$ cat config.mk
export PLATFORM = sky130hd
export DESIGN_NAME = prb_bridge_ctrl
export DESIGN_NICKNAME = d
export VERILOG_FILES = /design/src/prb_pkg.sv /design/src/prb_io_route.sv /design/src/prb_err_fwd.sv /design/src/prb_bridge_ctrl.sv
export VERILOG_INCLUDE_DIRS = /design/src
export SDC_FILE = /design/constraint.sdc
export NUM_CORES = 1
export LEC_CHECK = 0
export BUFFER_PORTS_ARGS = -buffer_cell sky130_fd_sc_hd__buf_2
export CORE_MARGIN = 1.5
export CORE_UTILIZATION = 35
export DETAILED_ROUTE_END_ITERATION = 8
export PLACE_DENSITY = 0.64
export SYNTH_ARGS = -nofsm -noshare
export SYNTH_HDL_FRONTEND = slang
export SYNTH_HIERARCHICAL = 1
export SYNTH_SLANG_ARGS = --single-unit
$ cat constraint.sdc
create_clock -name core_clk -period 3.62 [get_ports core_clk]
set_clock_uncertainty 0.15 [all_clocks]
set_input_delay 0.543 -clock core_clk [delete_from_list [all_inputs] [get_ports core_clk]]
set_output_delay 0.543 -clock core_clk [all_outputs]
set_load 0.1 [all_outputs]
$ cat src/prb_defines.svh
// constants for the root port bridge control register bank
`ifndef PRB_DEFINES_SVH
`define PRB_DEFINES_SVH

// register byte offsets in configuration space
`define PRB_OFF_INT_PIN 8'h3d
`define PRB_OFF_BRIDGE_CTRL 8'h3e
`define PRB_OFF_HOT_SWAP_CMD 8'h44
`define PRB_OFF_VENDOR_CMD 8'h45
`define PRB_OFF_HOT_SWAP_STS 8'h46
`define PRB_OFF_PORT_STS 8'h47

// reset values
`define PRB_RST_INT_PIN 8'h02
`define PRB_RST_ZERO 8'h00

// interrupt pin encodings
`define PRB_PIN_INTA 8'h01
`define PRB_PIN_INTD 8'h04

// bridge control bit positions
`define PRB_BC_POISON_EN 0
`define PRB_BC_ERR_FWD_EN 1
`define PRB_BC_IO_ALIAS 2
`define PRB_BC_VIDEO_EN 3
`define PRB_BC_HOT_RESET 6

// vendor command bit positions
`define PRB_VC_PWR_OFF_REQ 0
`define PRB_VC_LOOPBACK 1
`define PRB_VC_HS_ROUTE 2
`define PRB_VC_CPL_TO_DIS 3

// port status bit positions
`define PRB_PS_PWR_OFF_ACK 0
`define PRB_PS_LINK_ACTIVE 1

// legacy video ranges
`define PRB_VGA_MEM_LO 32'h000a0000
`define PRB_VGA_MEM_HI 32'h000bffff
`define PRB_VGA_IO0_LO 16'h03b0
`define PRB_VGA_IO0_HI 16'h03bb
`define PRB_VGA_IO1_LO 16'h03c0
`define PRB_VGA_IO1_HI 16'h03df

// alias field of an i/o address: nonzero means last 768 bytes of a 1-KB block
`define PRB_ALIAS_MSB 9
`define PRB_ALIAS_LSB 8
`define PRB_ALIAS_NONE 2'h0

`endif

$ cat src/prb_pkg.sv
// types shared by the root port bridge control block
package prb_pkg;

  typedef logic [7:0] prb_byte_t;

  // downstream hot reset sequencing
  typedef enum logic [1:0] {
    PRB_HR_IDLE,
    PRB_HR_ACTIVE,
    PRB_HR_DRAIN,
    PRB_HR_DETECT
  } prb_hr_state_e;

endpackage : prb_pkg

$ cat src/prb_io_route.sv
// processor transaction routing between pci express and the legacy hub link
`timescale 1ns/1ns
`default_nettype none
`include "prb_defines.svh"

module prb_io_route (
  input wire logic core_clk,
  input wire logic reset_n,
  input wire logic legacy_video_route_en,
  input wire logic legacy_io_alias_block,
  input wire logic cpu_req,
  input wire logic cpu_is_io,
  input wire logic [31:0] cpu_addr,
  input wire logic [15:0] io_window_base,
  input wire logic [15:0] io_window_limit,
  output logic route_valid,
  output logic route_pcie,
  output logic route_hub
);

  logic io_in_window;
  logic io_alias_hit;
  logic vga_hit;
  logic to_pcie;

  // decode of the current request
  assign io_in_window = cpu_is_io && (cpu_addr[15:0] >= io_window_base) && (cpu_addr[15:0] <= io_window_limit);
  assign io_alias_hit = cpu_addr[`PRB_ALIAS_MSB:`PRB_ALIAS_LSB] != `PRB_ALIAS_NONE;
  assign vga_hit = legacy_video_route_en &&
    (cpu_is_io ? ((cpu_addr[15:0] >= `PRB_VGA_IO0_LO && cpu_addr[15:0] <= `PRB_VGA_IO0_HI) ||
                  (cpu_addr[15:0] >= `PRB_VGA_IO1_LO && cpu_addr[15:0] <= `PRB_VGA_IO1_HI))
               : (cpu_addr >= `PRB_VGA_MEM_LO && cpu_addr <= `PRB_VGA_MEM_HI));
  // video routing wins over the alias block, since vga i/o sits in the alias area
  assign to_pcie = vga_hit || (io_in_window && !(legacy_io_alias_block && io_alias_hit));

  // registered routing decision, one cycle after the request
  always_ff @(posedge core_clk or negedge reset_n) begin
    if (!reset_n) begin
      route_valid <= 1'b0;
      route_pcie <= 1'b0;
      route_hub <= 1'b0;
    end else begin
      route_valid <= cpu_req;
      route_pcie <= cpu_req && to_pcie;
      route_hub <= cpu_req && !to_pcie;
    end
  end

endmodule : prb_io_route
`default_nettype wire

$ cat src/prb_err_fwd.sv
// error message forwarding and hot-swap event steering
`timescale 1ns/1ns
`default_nettype none
`include "prb_defines.svh"

module prb_err_fwd (
  input wire logic core_clk,
  input wire logic reset_n,
  input wire logic error_msg_forward_en,
  input wire logic poison_report_en,
  input wire logic hot_swap_route_intx,
  input wire logic serr_msg_in,
  input wire logic poison_tlp_in,
  input wire logic other_err_in,
  input wire logic hot_swap_event,
  output logic hub_serr,
  output logic hot_swap_gpe,
  output logic hot_swap_intx
);

  // forward gate; poison needs both enables, other errors ignore the poison bit
  always_ff @(posedge core_clk or negedge reset_n) begin
    if (!reset_n) begin
      hub_serr <= 1'b0;
    end else begin
      hub_serr <= error_msg_forward_en &&
        (serr_msg_in || other_err_in ||
         (poison_tlp_in && poison_report_en));
    end
  end

  // hot-swap steering depends on the route bit only, no throttle or injection term
  always_ff @(posedge core_clk or negedge reset_n) begin
    if (!reset_n) begin
      hot_swap_gpe <= 1'b0;
      hot_swap_intx <= 1'b0;
    end else begin
      hot_swap_gpe <= hot_swap_event && !hot_swap_route_intx;
      hot_swap_intx <= hot_swap_event && hot_swap_route_intx;
    end
  end

endmodule : prb_err_fwd
`default_nettype wire

$ cat src/prb_bridge_ctrl.sv
// root port bridge control register bank with hot reset and power-off sequencing
`timescale 1ns/1ns
`default_nettype none
`include "prb_defines.svh"

////////////////////////////////////////////////////////////////////////////////
module prb_bridge_ctrl
  import prb_pkg::*;
(
  input wire logic core_clk,
  input wire logic reset_n,
  input wire logic [7:0] cfg_addr,
  input wire logic [7:0] cfg_wdata,
  input wire logic cfg_wr,
  input wire logic cfg_rd,
  output logic [7:0] cfg_rdata,
  input wire logic dl_down,
  input wire logic link_active,
  input wire logic tx_min_met,
  input wire logic power_off_ack_in,
  output logic ltssm_hot_reset,
  output logic ltssm_enter_detect,
  output logic power_off_send,
  output logic ts_loopback_en,
  output logic cpl_timeout_run,
  output logic [3:0] intx_pin_onehot,
  input wire logic cpu_req,
  input wire logic cpu_is_io,
  input wire logic [31:0] cpu_addr,
  input wire logic [15:0] io_window_base,
  input wire logic [15:0] io_window_limit,
  output logic route_valid,
  output logic route_pcie,
  output logic route_hub,
  input wire logic serr_msg_in,
  input wire logic poison_tlp_in,
  input wire logic other_err_in,
  input wire logic hot_swap_event,
  output logic hub_serr,
  output logic hot_swap_gpe,
  output logic hot_swap_intx
);

  ////////////////////////////////////////////////////////////////////////////////
  // register state

  prb_byte_t interrupt_pin_select;
  logic pin_locked;
  logic downstream_hot_reset;
  logic legacy_video_route_en;
  logic legacy_io_alias_block;
  logic error_msg_forward_en;
  logic poison_report_en;
  logic hot_swap_route_intx;
  logic power_off_request;
  logic power_off_ack;
  prb_hr_state_e hr_state;
  prb_hr_state_e next_hr_state;
  prb_byte_t bridge_control;
  prb_byte_t port_vendor_command;
  prb_byte_t port_status;
  prb_byte_t next_rdata;
  logic wr_pin;
  logic wr_bc;
  logic wr_vc;
  logic wr_ps;
  logic pin_code_ok;
  logic req_set;
  logic ack_set;

  // write decode
  assign wr_pin = cfg_wr && (cfg_addr == `PRB_OFF_INT_PIN);
  assign wr_bc = cfg_wr && (cfg_addr == `PRB_OFF_BRIDGE_CTRL);
  assign wr_vc = cfg_wr && (cfg_addr == `PRB_OFF_VENDOR_CMD);
  assign wr_ps = cfg_wr && (cfg_addr == `PRB_OFF_PORT_STS);
  assign pin_code_ok = (cfg_wdata >= `PRB_PIN_INTA) && (cfg_wdata <= `PRB_PIN_INTD);

  ////////////////////////////////////////////////////////////////////////////////
  // interrupt pin selector

  // a reserved code is dropped and does not use up the single write
  always_ff @(posedge core_clk or negedge reset_n) begin
    if (!reset_n) begin
      interrupt_pin_select <= `PRB_RST_INT_PIN;
      pin_locked <= 1'b0;
    end else if (wr_pin && !pin_locked && pin_code_ok) begin
      interrupt_pin_select <= cfg_wdata;
      pin_locked <= 1'b1;
    end
  end

  // one-hot pin select toward the interrupt logic
  // only coded pins are ever stored, so at most one of these flops is high
  genvar gi;
  generate
    for (gi = 0; gi < 4; gi++) begin : g_pin
      always_ff @(posedge core_clk or negedge reset_n) begin
        if (!reset_n) begin
          intx_pin_onehot[gi] <= 1'b0;
        end else begin
          intx_pin_onehot[gi] <= interrupt_pin_select == (`PRB_PIN_INTA + 8'(gi));
        end
      end
    end
  endgenerate

  ////////////////////////////////////////////////////////////////////////////////
  // bridge control

  // only reset_n clears these; the hot reset sequence never touches them
  // bits 7, 5 and 4 have no storage, so writes to them are simply lost
  always_ff @(posedge core_clk or negedge reset_n) begin
    if (!reset_n) begin
      downstream_hot_reset <= 1'b0;
      legacy_video_route_en <= 1'b0;
      legacy_io_alias_block <= 1'b0;
      error_msg_forward_en <= 1'b0;
      poison_report_en <= 1'b0;
    end else if (wr_bc) begin
      downstream_hot_reset <= cfg_wdata[`PRB_BC_HOT_RESET];
      legacy_video_route_en <= cfg_wdata[`PRB_BC_VIDEO_EN];
      legacy_io_alias_block <= cfg_wdata[`PRB_BC_IO_ALIAS];
      error_msg_forward_en <= cfg_wdata[`PRB_BC_ERR_FWD_EN];
      poison_report_en <= cfg_wdata[`PRB_BC_POISON_EN];
    end
  end

  // readback: fast back-to-back, master abort and bit 4 stay zero
  always_comb begin
    bridge_control = `PRB_RST_ZERO;
    bridge_control[`PRB_BC_HOT_RESET] = downstream_hot_reset;
    bridge_control[`PRB_BC_VIDEO_EN] = legacy_video_route_en;
    bridge_control[`PRB_BC_IO_ALIAS] = legacy_io_alias_block;
    bridge_control[`PRB_BC_ERR_FWD_EN] = error_msg_forward_en;
    bridge_control[`PRB_BC_POISON_EN] = poison_report_en;
  end

  ////////////////////////////////////////////////////////////////////////////////
  // downstream hot reset sequence

  // reset held while the bit is set and until the minimum transmission is done
  // tx_min_met seen while the bit is still set is ignored; the partner repeats it in drain
  always_comb begin
    next_hr_state = hr_state;
    case (hr_state)
      PRB_HR_IDLE: begin
        if (downstream_hot_reset) begin
          next_hr_state = PRB_HR_ACTIVE;
        end
      end
      PRB_HR_ACTIVE: begin
        if (!downstream_hot_reset) begin
          next_hr_state = PRB_HR_DRAIN;
        end
      end
      PRB_HR_DRAIN: begin
        if (downstream_hot_reset) begin
          next_hr_state = PRB_HR_ACTIVE;
        end else if (tx_min_met) begin
          next_hr_state = PRB_HR_DETECT;
        end
      end
      PRB_HR_DETECT: begin
        next_hr_state = downstream_hot_reset ? PRB_HR_ACTIVE : PRB_HR_IDLE;
      end
      default: begin
        next_hr_state = PRB_HR_IDLE;
      end
    endcase
  end

  always_ff @(posedge core_clk or negedge reset_n) begin
    if (!reset_n) begin
      hr_state <= PRB_HR_IDLE;
    end else begin
      hr_state <= next_hr_state;
    end
  end

  // link-side controls registered from the next state so they track it exactly
  always_ff @(posedge core_clk or negedge reset_n) begin
    if (!reset_n) begin
      ltssm_hot_reset <= 1'b0;
      ltssm_enter_detect <= 1'b0;
    end else begin
      ltssm_hot_reset <= (next_hr_state == PRB_HR_ACTIVE) || (next_hr_state == PRB_HR_DRAIN);
      ltssm_enter_detect <= next_hr_state == PRB_HR_DETECT;
    end
  end

  ////////////////////////////////////////////////////////////////////////////////
  // vendor command

  // timer flag stored as run, so the output is the flop itself
  always_ff @(posedge core_clk or negedge reset_n) begin
    if (!reset_n) begin
      cpl_timeout_run <= 1'b1;
      hot_swap_route_intx <= 1'b0;
      ts_loopback_en <= 1'b0;
    end else if (wr_vc) begin
      cpl_timeout_run <= !cfg_wdata[`PRB_VC_CPL_TO_DIS];
      hot_swap_route_intx <= cfg_wdata[`PRB_VC_HS_ROUTE];
      ts_loopback_en <= cfg_wdata[`PRB_VC_LOOPBACK];
    end
  end

  // power-off request: a new write wins over a same-cycle ack, link down wins over all
  // the request bit doubles as the pending flag, so an ack with nothing pending is dropped
  assign req_set = wr_vc && cfg_wdata[`PRB_VC_PWR_OFF_REQ];
  assign ack_set = power_off_request && power_off_ack_in;

  always_ff @(posedge core_clk or negedge reset_n) begin
    if (!reset_n) begin
      power_off_request <= 1'b0;
    end else if (dl_down) begin
      power_off_request <= 1'b0;
    end else if (req_set) begin
      power_off_request <= 1'b1;
    end else if (ack_set) begin
      power_off_request <= 1'b0;
    end
  end

  // one message pulse per rising request; a rewrite while pending sends nothing
  always_ff @(posedge core_clk or negedge reset_n) begin
    if (!reset_n) begin
      power_off_send <= 1'b0;
    end else begin
      power_off_send <= req_set && !dl_down && !power_off_request;
    end
  end

  // ack status: set beats a same-cycle software clear
  always_ff @(posedge core_clk or negedge reset_n) begin
    if (!reset_n) begin
      power_off_ack <= 1'b0;
    end else if (dl_down) begin
      power_off_ack <= 1'b0;
    end else if (ack_set) begin
      power_off_ack <= 1'b1;
    end else if (wr_ps && cfg_wdata[`PRB_PS_PWR_OFF_ACK]) begin
      power_off_ack <= 1'b0;
    end
  end

  always_comb begin
    port_vendor_command = `PRB_RST_ZERO;
    port_vendor_command[`PRB_VC_CPL_TO_DIS] = !cpl_timeout_run;
    port_vendor_command[`PRB_VC_HS_ROUTE] = hot_swap_route_intx;
    port_vendor_command[`PRB_VC_LOOPBACK] = ts_loopback_en;
    port_vendor_command[`PRB_VC_PWR_OFF_REQ] = power_off_request;
    port_status = `PRB_RST_ZERO;
    port_status[`PRB_PS_LINK_ACTIVE] = link_active;
    port_status[`PRB_PS_PWR_OFF_ACK] = power_off_ack;
  end

  ////////////////////////////////////////////////////////////////////////////////
  // read path

  // hot-swap registers and unmapped offsets answer zero
  // the hot-swap command and status registers are not built, so they are named here only to keep them zero
  always_comb begin
    next_rdata = `PRB_RST_ZERO;
    case (cfg_addr)
      `PRB_OFF_INT_PIN: next_rdata = interrupt_pin_select;
      `PRB_OFF_BRIDGE_CTRL: next_rdata = bridge_control;
      `PRB_OFF_HOT_SWAP_CMD: next_rdata = `PRB_RST_ZERO;
      `PRB_OFF_VENDOR_CMD: next_rdata = port_vendor_command;
      `PRB_OFF_HOT_SWAP_STS: next_rdata = `PRB_RST_ZERO;
      `PRB_OFF_PORT_STS: next_rdata = port_status;
      default: next_rdata = `PRB_RST_ZERO;
    endcase
  end

  // data valid only in the cycle after the strobe, zero otherwise
  // the zero between reads keeps stale data off the bus for a master that samples late
  always_ff @(posedge core_clk or negedge reset_n) begin
    if (!reset_n) begin
      cfg_rdata <= `PRB_RST_ZERO;
    end else begin
      cfg_rdata <= cfg_rd ? next_rdata : `PRB_RST_ZERO;
    end
  end

  ////////////////////////////////////////////////////////////////////////////////
  // routing and error forwarding
  // both submodules only read the control bits above and register their own results

  prb_io_route u_io_route (
    .core_clk(core_clk),
    .reset_n(reset_n),
    .legacy_video_route_en(legacy_video_route_en),
    .legacy_io_alias_block(legacy_io_alias_block),
    .cpu_req(cpu_req),
    .cpu_is_io(cpu_is_io),
    .cpu_addr(cpu_addr),
    .io_window_base(io_window_base),
    .io_window_limit(io_window_limit),
    .route_valid(route_valid),
    .route_pcie(route_pcie),
    .route_hub(route_hub)
  );

  prb_err_fwd u_err_fwd (
    .core_clk(core_clk),
    .reset_n(reset_n),
    .error_msg_forward_en(error_msg_forward_en),
    .poison_report_en(poison_report_en),
    .hot_swap_route_intx(hot_swap_route_intx),
    .serr_msg_in(serr_msg_in),
    .poison_tlp_in(poison_tlp_in),
    .other_err_in(other_err_in),
    .hot_swap_event(hot_swap_event),
    .hub_serr(hub_serr),
    .hot_swap_gpe(hot_swap_gpe),
    .hot_swap_intx(hot_swap_intx)
  );

endmodule : prb_bridge_ctrl
`default_nettype wire

==> metrics.txt <==
status finished clean; initial antenna violation count 0; Starting Density 36.4%; RSZ-0062 raised after global routing no; Routed Antenna Nets 0; GRT Residual Overflow 0; post-cts resize count 0; Critical Path Start Type primary input; Net Switching 0.372 mW; Setup TNS Final 0 ns; Yosys reg bits 42; area grow syn2layout 30.0%; min cycle time layout 2.41 ns; GP Congestion 0.842; # H-tree levels 2; DP Wirelength 5480 um; fin nets 516; clk slew on worst S/H paths 0.07 ns; Syn Nets 395; Crit Path Category in -> reg; Final period util 66.7%; drt via density 4.97; 1st-iter DRT viols 47; Synth Cell Area 0.00265 mm2; Max VDD drop 0.000126 V; combinational power share 27.1%; # diodes 0; pwr/cell area 343 mW/mm2; fraction of registers with async set/reset 100%; Final Core Density 47.3%; Finish-stage setup viols 0; CTS root buf clkbuf_8; Final Hold Fails 0; Clock Power Share 29.8%; register area share after synthesis 39.7%; I/O pins 117; Routed WL 6370 um; DRC violations left 0; Required @ worst endpoint 3.66 ns; Crit Path Max Fanout 4; R2R Path Start legacy_io_alias_block; post-synthesis cell count 268; first-pass GRT wire length 11000 um; worst r2r path cells 6; main area contributors after synthesis dfrtp_1 38%, ha_1 16%, inv_1 5.1%, mux2_2 4.2%, a21oi_1 2.6%; Slew @ Worst Pin 0.890 ns; CTS tree done; switching portion of total power 31.5%; Yosys top cell area share 37.8%; Cell Rows 31; crit path DAT 2.45 ns; Int Pwr 0.808 mW; Worst slew margin 40.6%; Most used DFF post-synth dfrtp_1; Flop pwr share 43.1%; fillcell total 742; Port Buf Inserts 115; HP Class in -> async; die width 90.0 um; Vias 2429; CP Capture Type flop; overall die height 90.0 um; total CTS buffers 5; Synth cell types 51; Post-synth EDFFs 0; Core Footprint 0.00729 mm2; Die Area 0.00811 mm2; clock buffer depth 2; GRT Total Usage 16.7%; worst skew pair latency 0.29 ns; first-pass iteration count of the detailed router 4; max-slew violation count 0; Post-CTS Hold Fix Bufs 0; maximum number of pins on one net before global-route repair 43; post-synthesis average cell area 9.89 um2; post-CTS setup buffer count 0; max-cap violation count 0; Peak Freq 414 MHz; vias in the first global route 2460; ratio of cells with drive above 1 in the final layout 35.9%; setup slack, reg-to-reg 1.73 ns; area leader, netlist dfrtp_1; CTS Sinks 42; R2R Path End u_io_route/route_pcie; yosys warns 6; DP Worst Slack 0.890 ns; Lkg Pwr 1.91 nW; PnR worst setup slack 1.21 ns; routed len/inst 13.0 um
## worst max-delay path by stage
stage | slack [ns] | cells after the start | end | startpoint
floorplan | 1.16 | 8 | u_io_route/route_pcie | io_window_limit[15]
global placement | 0.92 | 8 | u_io_route/route_pcie | cpu_addr[15]
detailed placement | 0.89 | 8 | u_io_route/route_pcie | cpu_addr[15]
CTS | 1.20 | 8 | u_io_route/route_pcie | cpu_addr[15]
global route | 1.12 | 8 | u_io_route/route_pcie | cpu_addr[15]
finish | 1.21 | 8 | u_io_route/route_pcie | cpu_addr[15]
## routing by layer
metal / vias up / global-route usage [%] / part of all wire, %
li1: 1217 / - / -
met1: 1097 / 19.1 / 42
met2: 103 / 31.0 / 49
met3: 12 / 3.64 / 6.9
met4: 0 / 4.50 / 1.6
met5: - / 0 / 0
## sequential cells by signal, summed over array words and instances, names as in the netlist
register                 flops
u_io_route/route_pcie        1
cfg_rdata                    8
ltssm_enter_detect           1
power_off_send               1
u_io_route/route_valid       1
intx_pin_onehot              4
u_err_fwd/hot_swap_intx      1
u_io_route/route_hub         1
pin_locked                   1
power_off_ack                1
u_err_fwd/hub_serr           1
interrupt_pin_select         8
ltssm_hot_reset              1
ts_loopback_en               1
poison_report_en             1
power_off_request            1
hot_swap_route_intx          1
legacy_video_route_en        1
cpl_timeout_run              1
hr_state                     2
u_err_fwd/hot_swap_gpe       1
downstream_hot_reset         1
legacy_io_alias_block        1
error_msg_forward_en         1
## critical path, cell delays in order
cell and delay (ns):
buf_2 0.12, ha_1 0.33, nand4_2 0.15, or4_4 0.57, a21oi_2 0.11, a211oi_1 0.06
o32a_1 0.39, and2_1 0.17
## logic make-up after synthesis
| family | after synthesis | share of synthesized area, % |
|---|---|---|
| compound gates | 49 | 12.0 |
| xor+xnor | 1 | 0.330 |
| fa+ha+maj | 33 | 15.6 |
| buf+inv | 37 | 5.52 |
| flops | 42 | 39.7 |
| mux | 10 | 4.25 |
| simple gates | 96 | 22.6 |
## power by group through the flow
stage | logic, mW | clock network (mW) | registers, mW
finish | 0.320 | 0.352 | 0.509
global route | 0.354 | 0.385 | 0.511
CTS | 0.323 | 0.364 | 0.509
detailed placement | 0.321 | 0 | 0.518
global placement | 0.313 | 0 | 0.517
floorplan | 0.107 | 0 | 0.615
## final cells by class
type                       instances  area (um2)  area share (%)
sequential                        42        1050            30.6
multi-input combinational        189        1450            42.1
timing repair buffer             115         576            16.7
inverter                          36         135            3.92
tap                               99         124            3.59
clock inverter                     1        30.0           0.871
clock buffer                       7        76.3            2.21
## Yosys cell counts (6+ instances only)
master	number
nor3_1	12
inv_1	36
nor2_1	7
a21oi_1	14
and3_1	8
nand4_1	10
dfrtp_1	40
nand2_1	14
mux2_2	10
nor2b_1	9
and2b_1	6
o21ai_0	9
ha_1	33
## through the flow
step / total power, mW / std cells / cell area [um2] / hold slack, ns
after floorplan: 0.722 / 268 / 2650 / 0.0974
after global placement: 0.831 / 481 / 3340 / 0.304
after detailed placement: 0.839 / 481 / 3340 / 0.310
after CTS: 1.20 / 489 / 3450 / 0.217
after global routing: 1.25 / 489 / 3450 / 0.212
final: 1.18 / 489 / 3450 / 0.225
## cell usage in the layout, fill, tap and decap left out, types with 2 or more instances in the layout
master / netlist / routed
a211oi_1: 3 / 3
a21o_1: 3 / 3
a21oi_1: 14 / 14
a22oi_1: 3 / 3
a31oi_1: 2 / 2
and2_1: 2 / 2
and2b_1: 6 / 6
and3_1: 8 / 8
buf_2: 0 / 115
clkbuf_1: 0 / 2
clkbuf_8: 0 / 5
dfrtp_1: 40 / 40
dfstp_2: 2 / 2
ha_1: 33 / 33
inv_1: 36 / 36
mux2_2: 10 / 10
nand2_1: 14 / 14
nand2b_1: 2 / 2
nand3_1: 3 / 3
nand4_1: 10 / 10
nor2_1: 7 / 7
nor2b_1: 9 / 9
nor3_1: 12 / 12
nor4_1: 4 / 4
nor4b_1: 4 / 4
o211ai_1: 2 / 2
o21ai_0: 9 / 9
or3_1: 3 / 3
or4_1: 2 / 2
(Power assumes the default switching activity.)
